===== src/hdl/adc_seq_consts.svh =====
// Constant definitions for the converter sample/convert sequencer.
`ifndef ADC_SEQ_CONSTS_SVH
`define ADC_SEQ_CONSTS_SVH

// ************************************************************
// Register byte offsets on the bus.
// ************************************************************
`define OFS_CTRL1 12'h000
`define OFS_CTRL2 12'h004
`define OFS_CTRL3 12'h008
`define OFS_CTRL5 12'h00c
`define OFS_RESULT 12'h010
`define OFS_STATUS 12'h014

// ************************************************************
// Field positions.
// ************************************************************
`define C1_DONE 0
`define C1_SAMPLE_REQUEST 1
`define C1_AUTO_SAMPLE_ENABLE 2
`define C1_ON 7
`define C1_TRIGGER_SOURCE_SELECT_LO 4
`define C2_CONVERSIONS_PER_IRQ_LO 2
`define C2_OFFSET_CALIBRATE 4
`define C2_IRQ_EN 8
`define C5_ASCAN 7

// ************************************************************
// Trigger source codes and timing.
// ************************************************************
`define SRC_MANUAL 4'h0
`define SRC_PIN 4'h1
`define SRC_COMPARE 4'h2
`define SRC_CLOCKED 4'h7
`define CONV_TAD 4'hc
`define CTRL1_RESET 16'h0001

`endif


===== src/hdl/adc_seq_pkg.sv =====
// Types shared by the converter sequencer.
package adc_seq_pkg;

    typedef enum logic [1:0] {
        ST_IDLE,
        ST_SAMPLE,
        ST_CONVERT
    } seq_state_t;

    // Trigger inputs grouped as they travel together.
    typedef struct packed {
        logic pin;
        logic compare;
    } trig_in_t;

endpackage


===== src/hdl/adc_seq.sv =====
// Sample and convert sequencer with an APB register slave.
//
// Chosen here: the APB interface to the registers and the register addresses.
`timescale 1ns/1ns
`include "adc_seq_consts.svh"

module adc_seq #(
    parameter int RES_W = 12
) (
    input wire logic CLK_SYS,
    input wire logic RST,
    input wire logic CE,
    input wire logic PSEL,
    input wire logic PENABLE,
    input wire logic PWRITE,
    input wire logic [11:0] PADDR,
    input wire logic [31:0] PWDATA,
    output logic [31:0] PRDATA,
    output logic PREADY,
    output logic PSLVERR,
    input wire logic RC_TICK,
    input wire adc_seq_pkg::trig_in_t TRIG,
    input wire logic [RES_W-1:0] ANALOG_CODE,
    output logic SH_CONNECT,
    output logic CONVERTING,
    output logic [RES_W-1:0] RESULT,
    output logic CONVERTER_IRQ
);

    // ************************************************************
    // Registers and state.
    // ************************************************************
    logic sample_request_q, done_q, auto_sample_enable_q, converter_on_q;
    logic offset_calibrate_q, converter_irq_enable_q, rc_clock_select_q;
    logic edge_falling_q, autoscan_enable_q, converter_irq_flag_q;
    logic [1:0] autoscan_irq_mode_q, rc_sync_q;
    logic [2:0] pin_sync_q, cmp_sync_q;
    logic [3:0] trigger_source_select_q, conv_cnt_q;
    logic [4:0] conversions_per_irq_q, sample_time_count_q;
    logic [4:0] smp_cnt_q, seq_cnt_q;
    logic [7:0] clock_prescale_select_q, pre_cnt_q;
    logic [RES_W-1:0] result_q;
    adc_seq_pkg::seq_state_t state_q;

    logic wr_en, rd_en, mapped, tad, pin_edge, cmp_edge;
    logic trig_hit, conv_end, conv_start, irq_event;
    logic sw_sample_request_set, sw_sample_request_clr;

    // ************************************************************
    // APB slave: zero wait states while CE is high (PREADY follows CE), error on unmapped addresses.
    // ************************************************************
    assign wr_en = PSEL && PENABLE && PWRITE && CE;
    assign rd_en = PSEL && PENABLE && !PWRITE;
    assign PREADY = CE;
    assign mapped = (PADDR == `OFS_CTRL1) || (PADDR == `OFS_CTRL2) ||
        (PADDR == `OFS_CTRL3) || (PADDR == `OFS_CTRL5) ||
        (PADDR == `OFS_RESULT) || (PADDR == `OFS_STATUS);
    assign PSLVERR = PSEL && PENABLE && !mapped;

    // Read mux; reserved bits read as zero.
    always_comb begin
        PRDATA = 32'h0000_0000;
        if (rd_en) begin
            case (PADDR)
                `OFS_CTRL1: begin
                    PRDATA[`C1_DONE] = done_q;
                    PRDATA[`C1_SAMPLE_REQUEST] = sample_request_q;
                    PRDATA[`C1_AUTO_SAMPLE_ENABLE] = auto_sample_enable_q;
                    PRDATA[7:4] = trigger_source_select_q;
                    PRDATA[8 + `C1_ON] = converter_on_q;
                end
                `OFS_CTRL2: begin
                    PRDATA[6:2] = conversions_per_irq_q;
                    PRDATA[8 + `C2_OFFSET_CALIBRATE] = offset_calibrate_q;
                    PRDATA[16 + 0] = converter_irq_enable_q;
                end
                `OFS_CTRL3: begin
                    PRDATA[7:0] = clock_prescale_select_q;
                    PRDATA[12:8] = sample_time_count_q;
                    PRDATA[15] = rc_clock_select_q;
                    PRDATA[16] = edge_falling_q;
                end
                `OFS_CTRL5: begin
                    PRDATA[`C5_ASCAN] = autoscan_enable_q;
                    PRDATA[9:8] = autoscan_irq_mode_q;
                end
                `OFS_RESULT: PRDATA[RES_W-1:0] = result_q;
                `OFS_STATUS: PRDATA[0] = converter_irq_flag_q;
                default: PRDATA = 32'h0000_0000;
            endcase
        end
    end

    // Software edges on the sample request bit.
    assign sw_sample_request_set = wr_en && (PADDR == `OFS_CTRL1) &&
        PWDATA[`C1_SAMPLE_REQUEST] && !sample_request_q;
    assign sw_sample_request_clr = wr_en && (PADDR == `OFS_CTRL1) &&
        !PWDATA[`C1_SAMPLE_REQUEST] && sample_request_q;

    // Configuration registers; they keep their values while off.
    always_ff @(posedge CLK_SYS) begin
        if (RST) begin
            auto_sample_enable_q <= 1'b0;
            trigger_source_select_q <= 4'h0;
            converter_on_q <= 1'b0;
            conversions_per_irq_q <= 5'h00;
            offset_calibrate_q <= 1'b0;
            converter_irq_enable_q <= 1'b0;
            sample_time_count_q <= 5'h01;
            clock_prescale_select_q <= 8'h00;
            rc_clock_select_q <= 1'b0;
            edge_falling_q <= 1'b0;
            autoscan_enable_q <= 1'b0;
            autoscan_irq_mode_q <= 2'h0;
        end else if (wr_en) begin
            case (PADDR)
                `OFS_CTRL1: begin
                    auto_sample_enable_q <= PWDATA[`C1_AUTO_SAMPLE_ENABLE];
                    trigger_source_select_q <= PWDATA[7:4];
                    converter_on_q <= PWDATA[8 + `C1_ON];
                end
                `OFS_CTRL2: begin
                    conversions_per_irq_q <= PWDATA[6:2];
                    offset_calibrate_q <= PWDATA[8 + `C2_OFFSET_CALIBRATE];
                    converter_irq_enable_q <= PWDATA[16];
                end
                `OFS_CTRL3: begin
                    clock_prescale_select_q <= PWDATA[7:0];
                    sample_time_count_q <= PWDATA[12:8];
                    rc_clock_select_q <= PWDATA[15];
                    edge_falling_q <= PWDATA[16];
                end
                `OFS_CTRL5: begin
                    autoscan_enable_q <= PWDATA[`C5_ASCAN];
                    autoscan_irq_mode_q <= PWDATA[9:8];
                end
                default: begin
                end
            endcase
        end
    end

    // ************************************************************
    // Converter clock: one-cycle TAD tick from RC or prescaler.
    // ************************************************************
    // TAD lasts prescale+1 system clocks; RC tick is an async pin.
    always_ff @(posedge CLK_SYS) begin
        if (RST) begin
            pre_cnt_q <= 8'h00;
            rc_sync_q <= 2'b00;
        end else if (CE) begin
            rc_sync_q <= {rc_sync_q[0], RC_TICK};
            if (conv_start || pre_cnt_q >= clock_prescale_select_q) begin
                pre_cnt_q <= 8'h00;
            end else begin
                pre_cnt_q <= pre_cnt_q + 8'h01;
            end
        end
    end

    assign tad = rc_clock_select_q ? rc_sync_q[1] :
        (pre_cnt_q >= clock_prescale_select_q);

    // ************************************************************
    // Trigger synchronisers and edge detectors.
    // ************************************************************
    // Stage 0 feeds only stage 1; edges are taken between 1 and 2.
    always_ff @(posedge CLK_SYS) begin
        if (RST) begin
            pin_sync_q <= 3'b000;
            cmp_sync_q <= 3'b000;
        end else if (CE) begin
            pin_sync_q <= {pin_sync_q[1:0], TRIG.pin};
            cmp_sync_q <= {cmp_sync_q[1:0], TRIG.compare};
        end
    end

    assign pin_edge = edge_falling_q ?
        (!pin_sync_q[1] && pin_sync_q[2]) :
        (pin_sync_q[1] && !pin_sync_q[2]);
    assign cmp_edge = cmp_sync_q[1] && !cmp_sync_q[2];

    // Hardware trigger that ends acquisition for the event sources.
    // A pulse seen outside sampling is dropped, not queued.
    always_comb begin
        case (trigger_source_select_q)
            `SRC_PIN: trig_hit = pin_edge;
            `SRC_COMPARE: trig_hit = cmp_edge;
            `SRC_CLOCKED: trig_hit = tad &&
                (smp_cnt_q + 5'h01 >= sample_time_count_q);
            default: trig_hit = 1'b0;
        endcase
    end

    assign conv_end = (state_q == adc_seq_pkg::ST_CONVERT) && tad &&
        (conv_cnt_q == `CONV_TAD - 4'h1);

    // Start of conversion. The prescaler restarts here, otherwise a
    // conversion begun mid-period would be short of twelve whole TADs.
    assign conv_start = converter_on_q && CE &&
        (state_q == adc_seq_pkg::ST_SAMPLE) && (sw_sample_request_clr || trig_hit);

    // ************************************************************
    // Sequencer.
    // ************************************************************
    // A write that clears sample request and a hardware trigger act
    // the same way; disabling the converter wins over everything.
    always_ff @(posedge CLK_SYS) begin
        if (RST) begin
            state_q <= adc_seq_pkg::ST_IDLE;
            sample_request_q <= 1'b0;
            done_q <= 1'b1;
            smp_cnt_q <= 5'h00;
            conv_cnt_q <= 4'h0;
        end else if (CE) begin
            if (!converter_on_q) begin
                // Abort: result left untouched, sequencer idle.
                state_q <= adc_seq_pkg::ST_IDLE;
                sample_request_q <= 1'b0;
                done_q <= 1'b1;
            end else begin
                case (state_q)
                    adc_seq_pkg::ST_IDLE: begin
                        if (sw_sample_request_set || auto_sample_enable_q) begin
                            state_q <= adc_seq_pkg::ST_SAMPLE;
                            sample_request_q <= 1'b1;
                            smp_cnt_q <= 5'h00;
                        end
                    end
                    adc_seq_pkg::ST_SAMPLE: begin
                        if (tad) begin
                            smp_cnt_q <= smp_cnt_q + 5'h01;
                        end
                        if (sw_sample_request_clr || trig_hit) begin
                            state_q <= adc_seq_pkg::ST_CONVERT;
                            sample_request_q <= 1'b0;
                            done_q <= 1'b0;
                            conv_cnt_q <= 4'h0;
                        end
                    end
                    adc_seq_pkg::ST_CONVERT: begin
                        if (tad) begin
                            conv_cnt_q <= conv_cnt_q + 4'h1;
                        end
                        if (conv_end) begin
                            done_q <= 1'b1;
                            if (auto_sample_enable_q) begin
                                state_q <= adc_seq_pkg::ST_SAMPLE;
                                sample_request_q <= 1'b1;
                                smp_cnt_q <= 5'h00;
                            end else begin
                                state_q <= adc_seq_pkg::ST_IDLE;
                            end
                        end
                    end
                    default: state_q <= adc_seq_pkg::ST_IDLE;
                endcase
            end
        end
    end

    // Result capture; calibration converts the disconnected input.
    always_ff @(posedge CLK_SYS) begin
        if (RST) begin
            result_q <= '0;
        end else if (CE && conv_end && converter_on_q) begin
            result_q <= offset_calibrate_q ? '0 : ANALOG_CODE;
        end
    end

    assign SH_CONNECT = converter_on_q && !offset_calibrate_q &&
        (state_q == adc_seq_pkg::ST_SAMPLE);
    assign CONVERTING = (state_q == adc_seq_pkg::ST_CONVERT);
    assign RESULT = result_q;

    // ************************************************************
    // Interrupt counting.
    // ************************************************************
    // Auto-scan mode 0 suppresses; other modes fire each conversion.
    assign irq_event = conv_end && (autoscan_enable_q ?
        (autoscan_irq_mode_q != 2'h0) :
        (seq_cnt_q == conversions_per_irq_q));

    // Flag set wins over a clearing write in the same cycle.
    always_ff @(posedge CLK_SYS) begin
        if (RST) begin
            seq_cnt_q <= 5'h00;
            converter_irq_flag_q <= 1'b0;
        end else if (CE) begin
            if (conv_end) begin
                seq_cnt_q <= (seq_cnt_q >= conversions_per_irq_q) ?
                    5'h00 : seq_cnt_q + 5'h01;
            end
            if (irq_event) begin
                converter_irq_flag_q <= 1'b1;
            end else if (wr_en && (PADDR == `OFS_STATUS) && PWDATA[0]) begin
                converter_irq_flag_q <= 1'b0;
            end
        end
    end

    assign CONVERTER_IRQ = converter_irq_flag_q &&
        converter_irq_enable_q;
endmodule


===== config.mk =====
export PLATFORM = sky130hd
export DESIGN_NAME = adc_seq
export DESIGN_NICKNAME = d
export VERILOG_FILES = /design/src/hdl/adc_seq_pkg.sv /design/src/hdl/adc_seq.sv
export VERILOG_INCLUDE_DIRS = /design/src /design/src/hdl
export SDC_FILE = /design/constraint.sdc
export NUM_CORES = 1
export LEC_CHECK = 0
export BUFFER_PORTS_ARGS = -buffer_cell sky130_fd_sc_hd__buf_4
export CELL_PAD_IN_SITES_DETAIL_PLACEMENT = 2
export CELL_PAD_IN_SITES_GLOBAL_PLACEMENT = 2
export CORE_MARGIN = 1
export CORE_UTILIZATION = 33
export CTS_BUF_LIST = sky130_fd_sc_hd__clkbuf_8 sky130_fd_sc_hd__clkbuf_16
export CTS_CLUSTER_DIAMETER = 80
export DETAILED_ROUTE_END_ITERATION = 16
export GPL_ROUTABILITY_DRIVEN = 0
export PLACE_DENSITY_LB_ADDON = 0.2
export SLEW_MARGIN = 15
export SYNTH_ARGS = -nofsm -noshare
export SYNTH_HDL_FRONTEND = slang
export SYNTH_SLANG_ARGS = --single-unit

===== constraint.sdc =====
create_clock -name CLK_SYS -period 5.15 [get_ports CLK_SYS]
set_input_delay 0.2575 -clock CLK_SYS [delete_from_list [all_inputs] [get_ports CLK_SYS]]
set_output_delay 0.2575 -clock CLK_SYS [all_outputs]
set_load 0.01 [all_outputs]

==> results.txt <==
- The run finished with clean final reports.
- The clock tree synthesis step divided the H-tree into 3 levels.
* Core Box Area: 13,350 um^2
- Routed wire length per instance: 19.85 um
- The internal portion of the total power is 1.006 mW.
- Seq/Total Area, Yosys: 34.32%
* Count of unique library cells instantiated by Yosys: 59
- Post-synth ARST share: 0%
* Final Hold Vio Count: 0
- Derived from the worst setup path, the maximum achievable clock frequency is 316.8 MHz.
* Most frequent cell on the critical path: nor2_1
* Number of design rule violations left after detail routing: 0
- The min-delay analysis places its worst path in the category in2reg.
* Standard-cell row count: 42
- At the pin with the least slew margin, the transition time is 1.081 ns.
- For the finished layout, the period the worst path requires is 3.157 ns.
- At the worst endpoint, the required time is 4.89 ns.
- YS warnings: 0
- The share of synthesized area in the top cell type comes to 34.32%.
- The biggest area contributor in the post-synthesis netlist is dfxtp_1.
- Number of enable flip-flop cells after synthesis: 0
- Syn Std Cell Area: 4549 um^2
* CP peak stage delay: 0.91 ns
- Synthesis produced a netlist whose cell count is 563.
- Number of nets in the final layout: 715
- Vias after detailed routing: 4,338
* TritonCTS clock tree: done
* Cell count after placement: 788
- The synthesized design contains 78 register bits.
- Once detail routing completed, the nets flagged for antenna violations numbered 0.
- Sw power: 0.3181 mW
- The final layout contains routed wiring with a total length of 15,960 um.
- The die covers 14,260 um^2.
- The number of gates resized after CTS was 0.
* First-pass GRT wire length: 25,250 um
* Data arrival time at the worst-slack endpoint: 2.90 ns
- Count of max-cap constraint violations: 0
* Vias in the first global route: 4,582
- Setup violations remaining at the end of the flow were counted as 0.
* Top cells by area, synth: dfxtp_1 34%, ha_1 7.4%, nand2_1 5.9%, a21oi_1 5.6%, nor2_1 5.3%
* Cell at the root of the clock tree: clkbuf_16
- In this run the tightest slew margin relative to its limit is 27.93%.
- The die is 119.4 um tall.
* Maximum root-to-sink buffer count: 2
- In this run, the combinational gates consume 6.2% of the power.
- Number of clock sinks: 78
- In this run the worst path has a maximum fanout of 16.
* Total iterations of the first detailed-routing run: 4
- Final slew viol count: 0
- The worst path uses 61.30% of the clock period.
- The most common cell in the synthesized netlist is dfxtp_1.
- Entering global routing, the biggest net connects 64 pins.
- Summed over all cells, the static leakage comes to 2.118 nW.
- In this run, the number of DRC markers left after iteration 0 of detailed routing was 253.
- Fraction of layout cells with a size suffix above 1: 17.99%
- Sort of element at the start of the critical path: input pin
- In this run switching power makes up 24.02% of total power.
- Setup repair after global routing left no endpoint under its margin.
* Reg clk slew, reported paths: 0.06 ns
- Capturing element type of the critical path: output pin
* Fill cells: 1,568
- Clock latency on the worst-skew pair: 0.35 ns
* Average cell area after synthesis: 8.081 um^2
- Top_reg_cell synth: dfxtp_1
- After legalization and detailed placement, the total HPWL measured 11,930 um.
* Post-synth top cells: 78 x dfxtp_1, 72 x nand2_1, 64 x nor2_1
- After routing the design area is 5472 um^2.
- Global routing used 23.46% of the available tracks across all layers.
* ANT cells: 0
- Power per cell area: 242.0 nW/um^2
* Post-layout total power: 1.324 mW
- Die W: 119.4 um
* Area post-placement: 5176 um^2
* Clock network fraction of total power: 47.8%
* Largest voltage drop on the vdd net: 0.1316 mV
- The share of total power dissipated in sequential elements is 46.0%.
* Cell-by-cell listing of the critical path: buf_4 > nor4_1 > nand3_1 > nor2_1 > a222oi_1 > nor2_1 > a31oi_1 > nor2_1 > buf_4
- For the final routed database, the setup TNS stands at 0 ns.
- Critical setup path kind: in2out
* Global route overflow: 0
- For this configuration, the core starts out at a cell density of 34.08%.
- Using the TritonRoute via totals, the vias-per-cell ratio works out to 5.396.
* Area grow syn2layout: 20.27%
- Number of buffers inserted during clock tree synthesis: 9
- Initial antenna violation count: 0
- Among all stages on the critical path, the largest delay is contributed by nor2_1.
- Max Clock Skew: 0.008358 ns
- Once layout is complete, the cells apart from fillers number 804.
- Top-level port count: 114
- Port buffering added 79 buffers.
* Count of buffers added by post-CTS timing repair for setup: 0
- Hold buffers post-CTS: 0
-- per-stage QoR --
step	hold WS, ns	worst slack (ns)	utilization [%]
5_1_grt	0.1636	1.682	40.99
4_1_cts	0.1395	1.942	40.99
3_3_place_gp	0.4608	2.032	38.78
3_5_place_dp	0.4766	1.879	38.78
2_1_floorplan	0.3817	2.768	-
6_report	0.1428	1.993	40.99
-- critical path, delay by kind of cell --
| kind | cells | cell delay [ns] |
|---|---|---|
| buffers and inverters | 2 | 0.26 |
| AO/OA/AOI/OAI | 2 | 0.30 |
| AND/OR/NAND/NOR | 5 | 2.07 |
-- layout make-up --
class                      instances  area [um^2]  share of cell area, %
sequential                        78         1562                  28.54
clock inverter                     4        28.78                 0.5260
timing repair buffer              82        615.6                  11.25
clock buffer                      12        266.5                  4.871
multi-input combinational        424         2674                  48.87
inverter                          28        105.1                  1.921
tap                              176        220.2                  4.025
-- layout by cell type, fill, tap and decap left out, types with 2 or more instances in the layout --
cell type    n
a211o_1      5
a21o_1       4
a21oi_1     51
a221oi_4     2
a222oi_1     5
a22oi_1      8
a31oi_1     14
a32oi_1      2
and2_1       4
buf_4       82
clkbuf_16    9
clkbuf_8     3
clkinvlp_4   2
conb_1      17
dfxtp_1     78
ha_1        27
inv_1       28
mux2i_1     23
nand2_1     72
nand2_2      2
nand2b_1     9
nand3_1     18
nand3b_1    14
nand4_1      8
nor2_1      64
nor2b_1      4
nor3_1      10
nor3b_2      2
o211ai_1     2
o21ai_0     12
o31ai_1      3
or2_2        2
or3_1        2
or4_4        2
xnor2_1      5
xor2_1       9
-- power by group through the flow --
stage | combinational [mW] | clock [mW] | sequential [mW]
detailed placement | 0.0824 | 0 | 0.622
finish | 0.0823 | 0.633 | 0.609
global placement | 0.0800 | 0 | 0.622
floorplan | 0.0487 | 0 | 0.621
CTS | 0.0827 | 0.652 | 0.609
global route | 0.0893 | 0.674 | 0.609
-- state kept, by name, indices dropped and copies added, names as in the netlist, 3 cells and up --
signal                   count
RESULT                      12
clock_prescale_select_q      8
pre_cnt_q                    8
conversions_per_irq_q        5
sample_time_count_q          5
seq_cnt_q                    5
smp_cnt_q                    5
conv_cnt_q                   4
trigger_source_select_q      4
cmp_sync_q                   3
pin_sync_q                   3
-- final timing paths --
check	start	to	slack, ns	cells past startpoint
setup reg to reg	clock_prescale_select_q[5]	RESULT[10]	2.10	8
hold reg to reg	smp_cnt_q[4]	smp_cnt_q[4]	0.48	2
hold / removal	TRIG[1]	pin_sync_q[0]	0.14	3
setup / recovery	PADDR[7]	PRDATA[2]	1.99	9
-- metal layers --
| metal | part of all wire, % | GRT usage (%) | vias up |
|---|---|---|---|
| li1 | - | - | 2054 |
| met1 | 46 | 30.35 | 2162 |
| met2 | 48 | 38.05 | 98 |
| met3 | 3.8 | 3.640 | 24 |
| met4 | 2.9 | 11.25 | 0 |
| met5 | 0 | 0 | - |
-- cells by family after synthesis --
kind of cell / count (synthesis) / synth area share (%)
AND/OR/NAND/NOR: 223 / 24.06
AO/OA/AOI/OAI: 120 / 18.12
flip-flops: 78 / 34.32
buffers and inverters: 77 / 8.223
adder cells (fa/ha/maj): 27 / 7.426
multiplexers: 23 / 5.060
XOR/XNOR: 14 / 2.695
other: 1 / 0.08243
(Power assumes the default switching activity.)
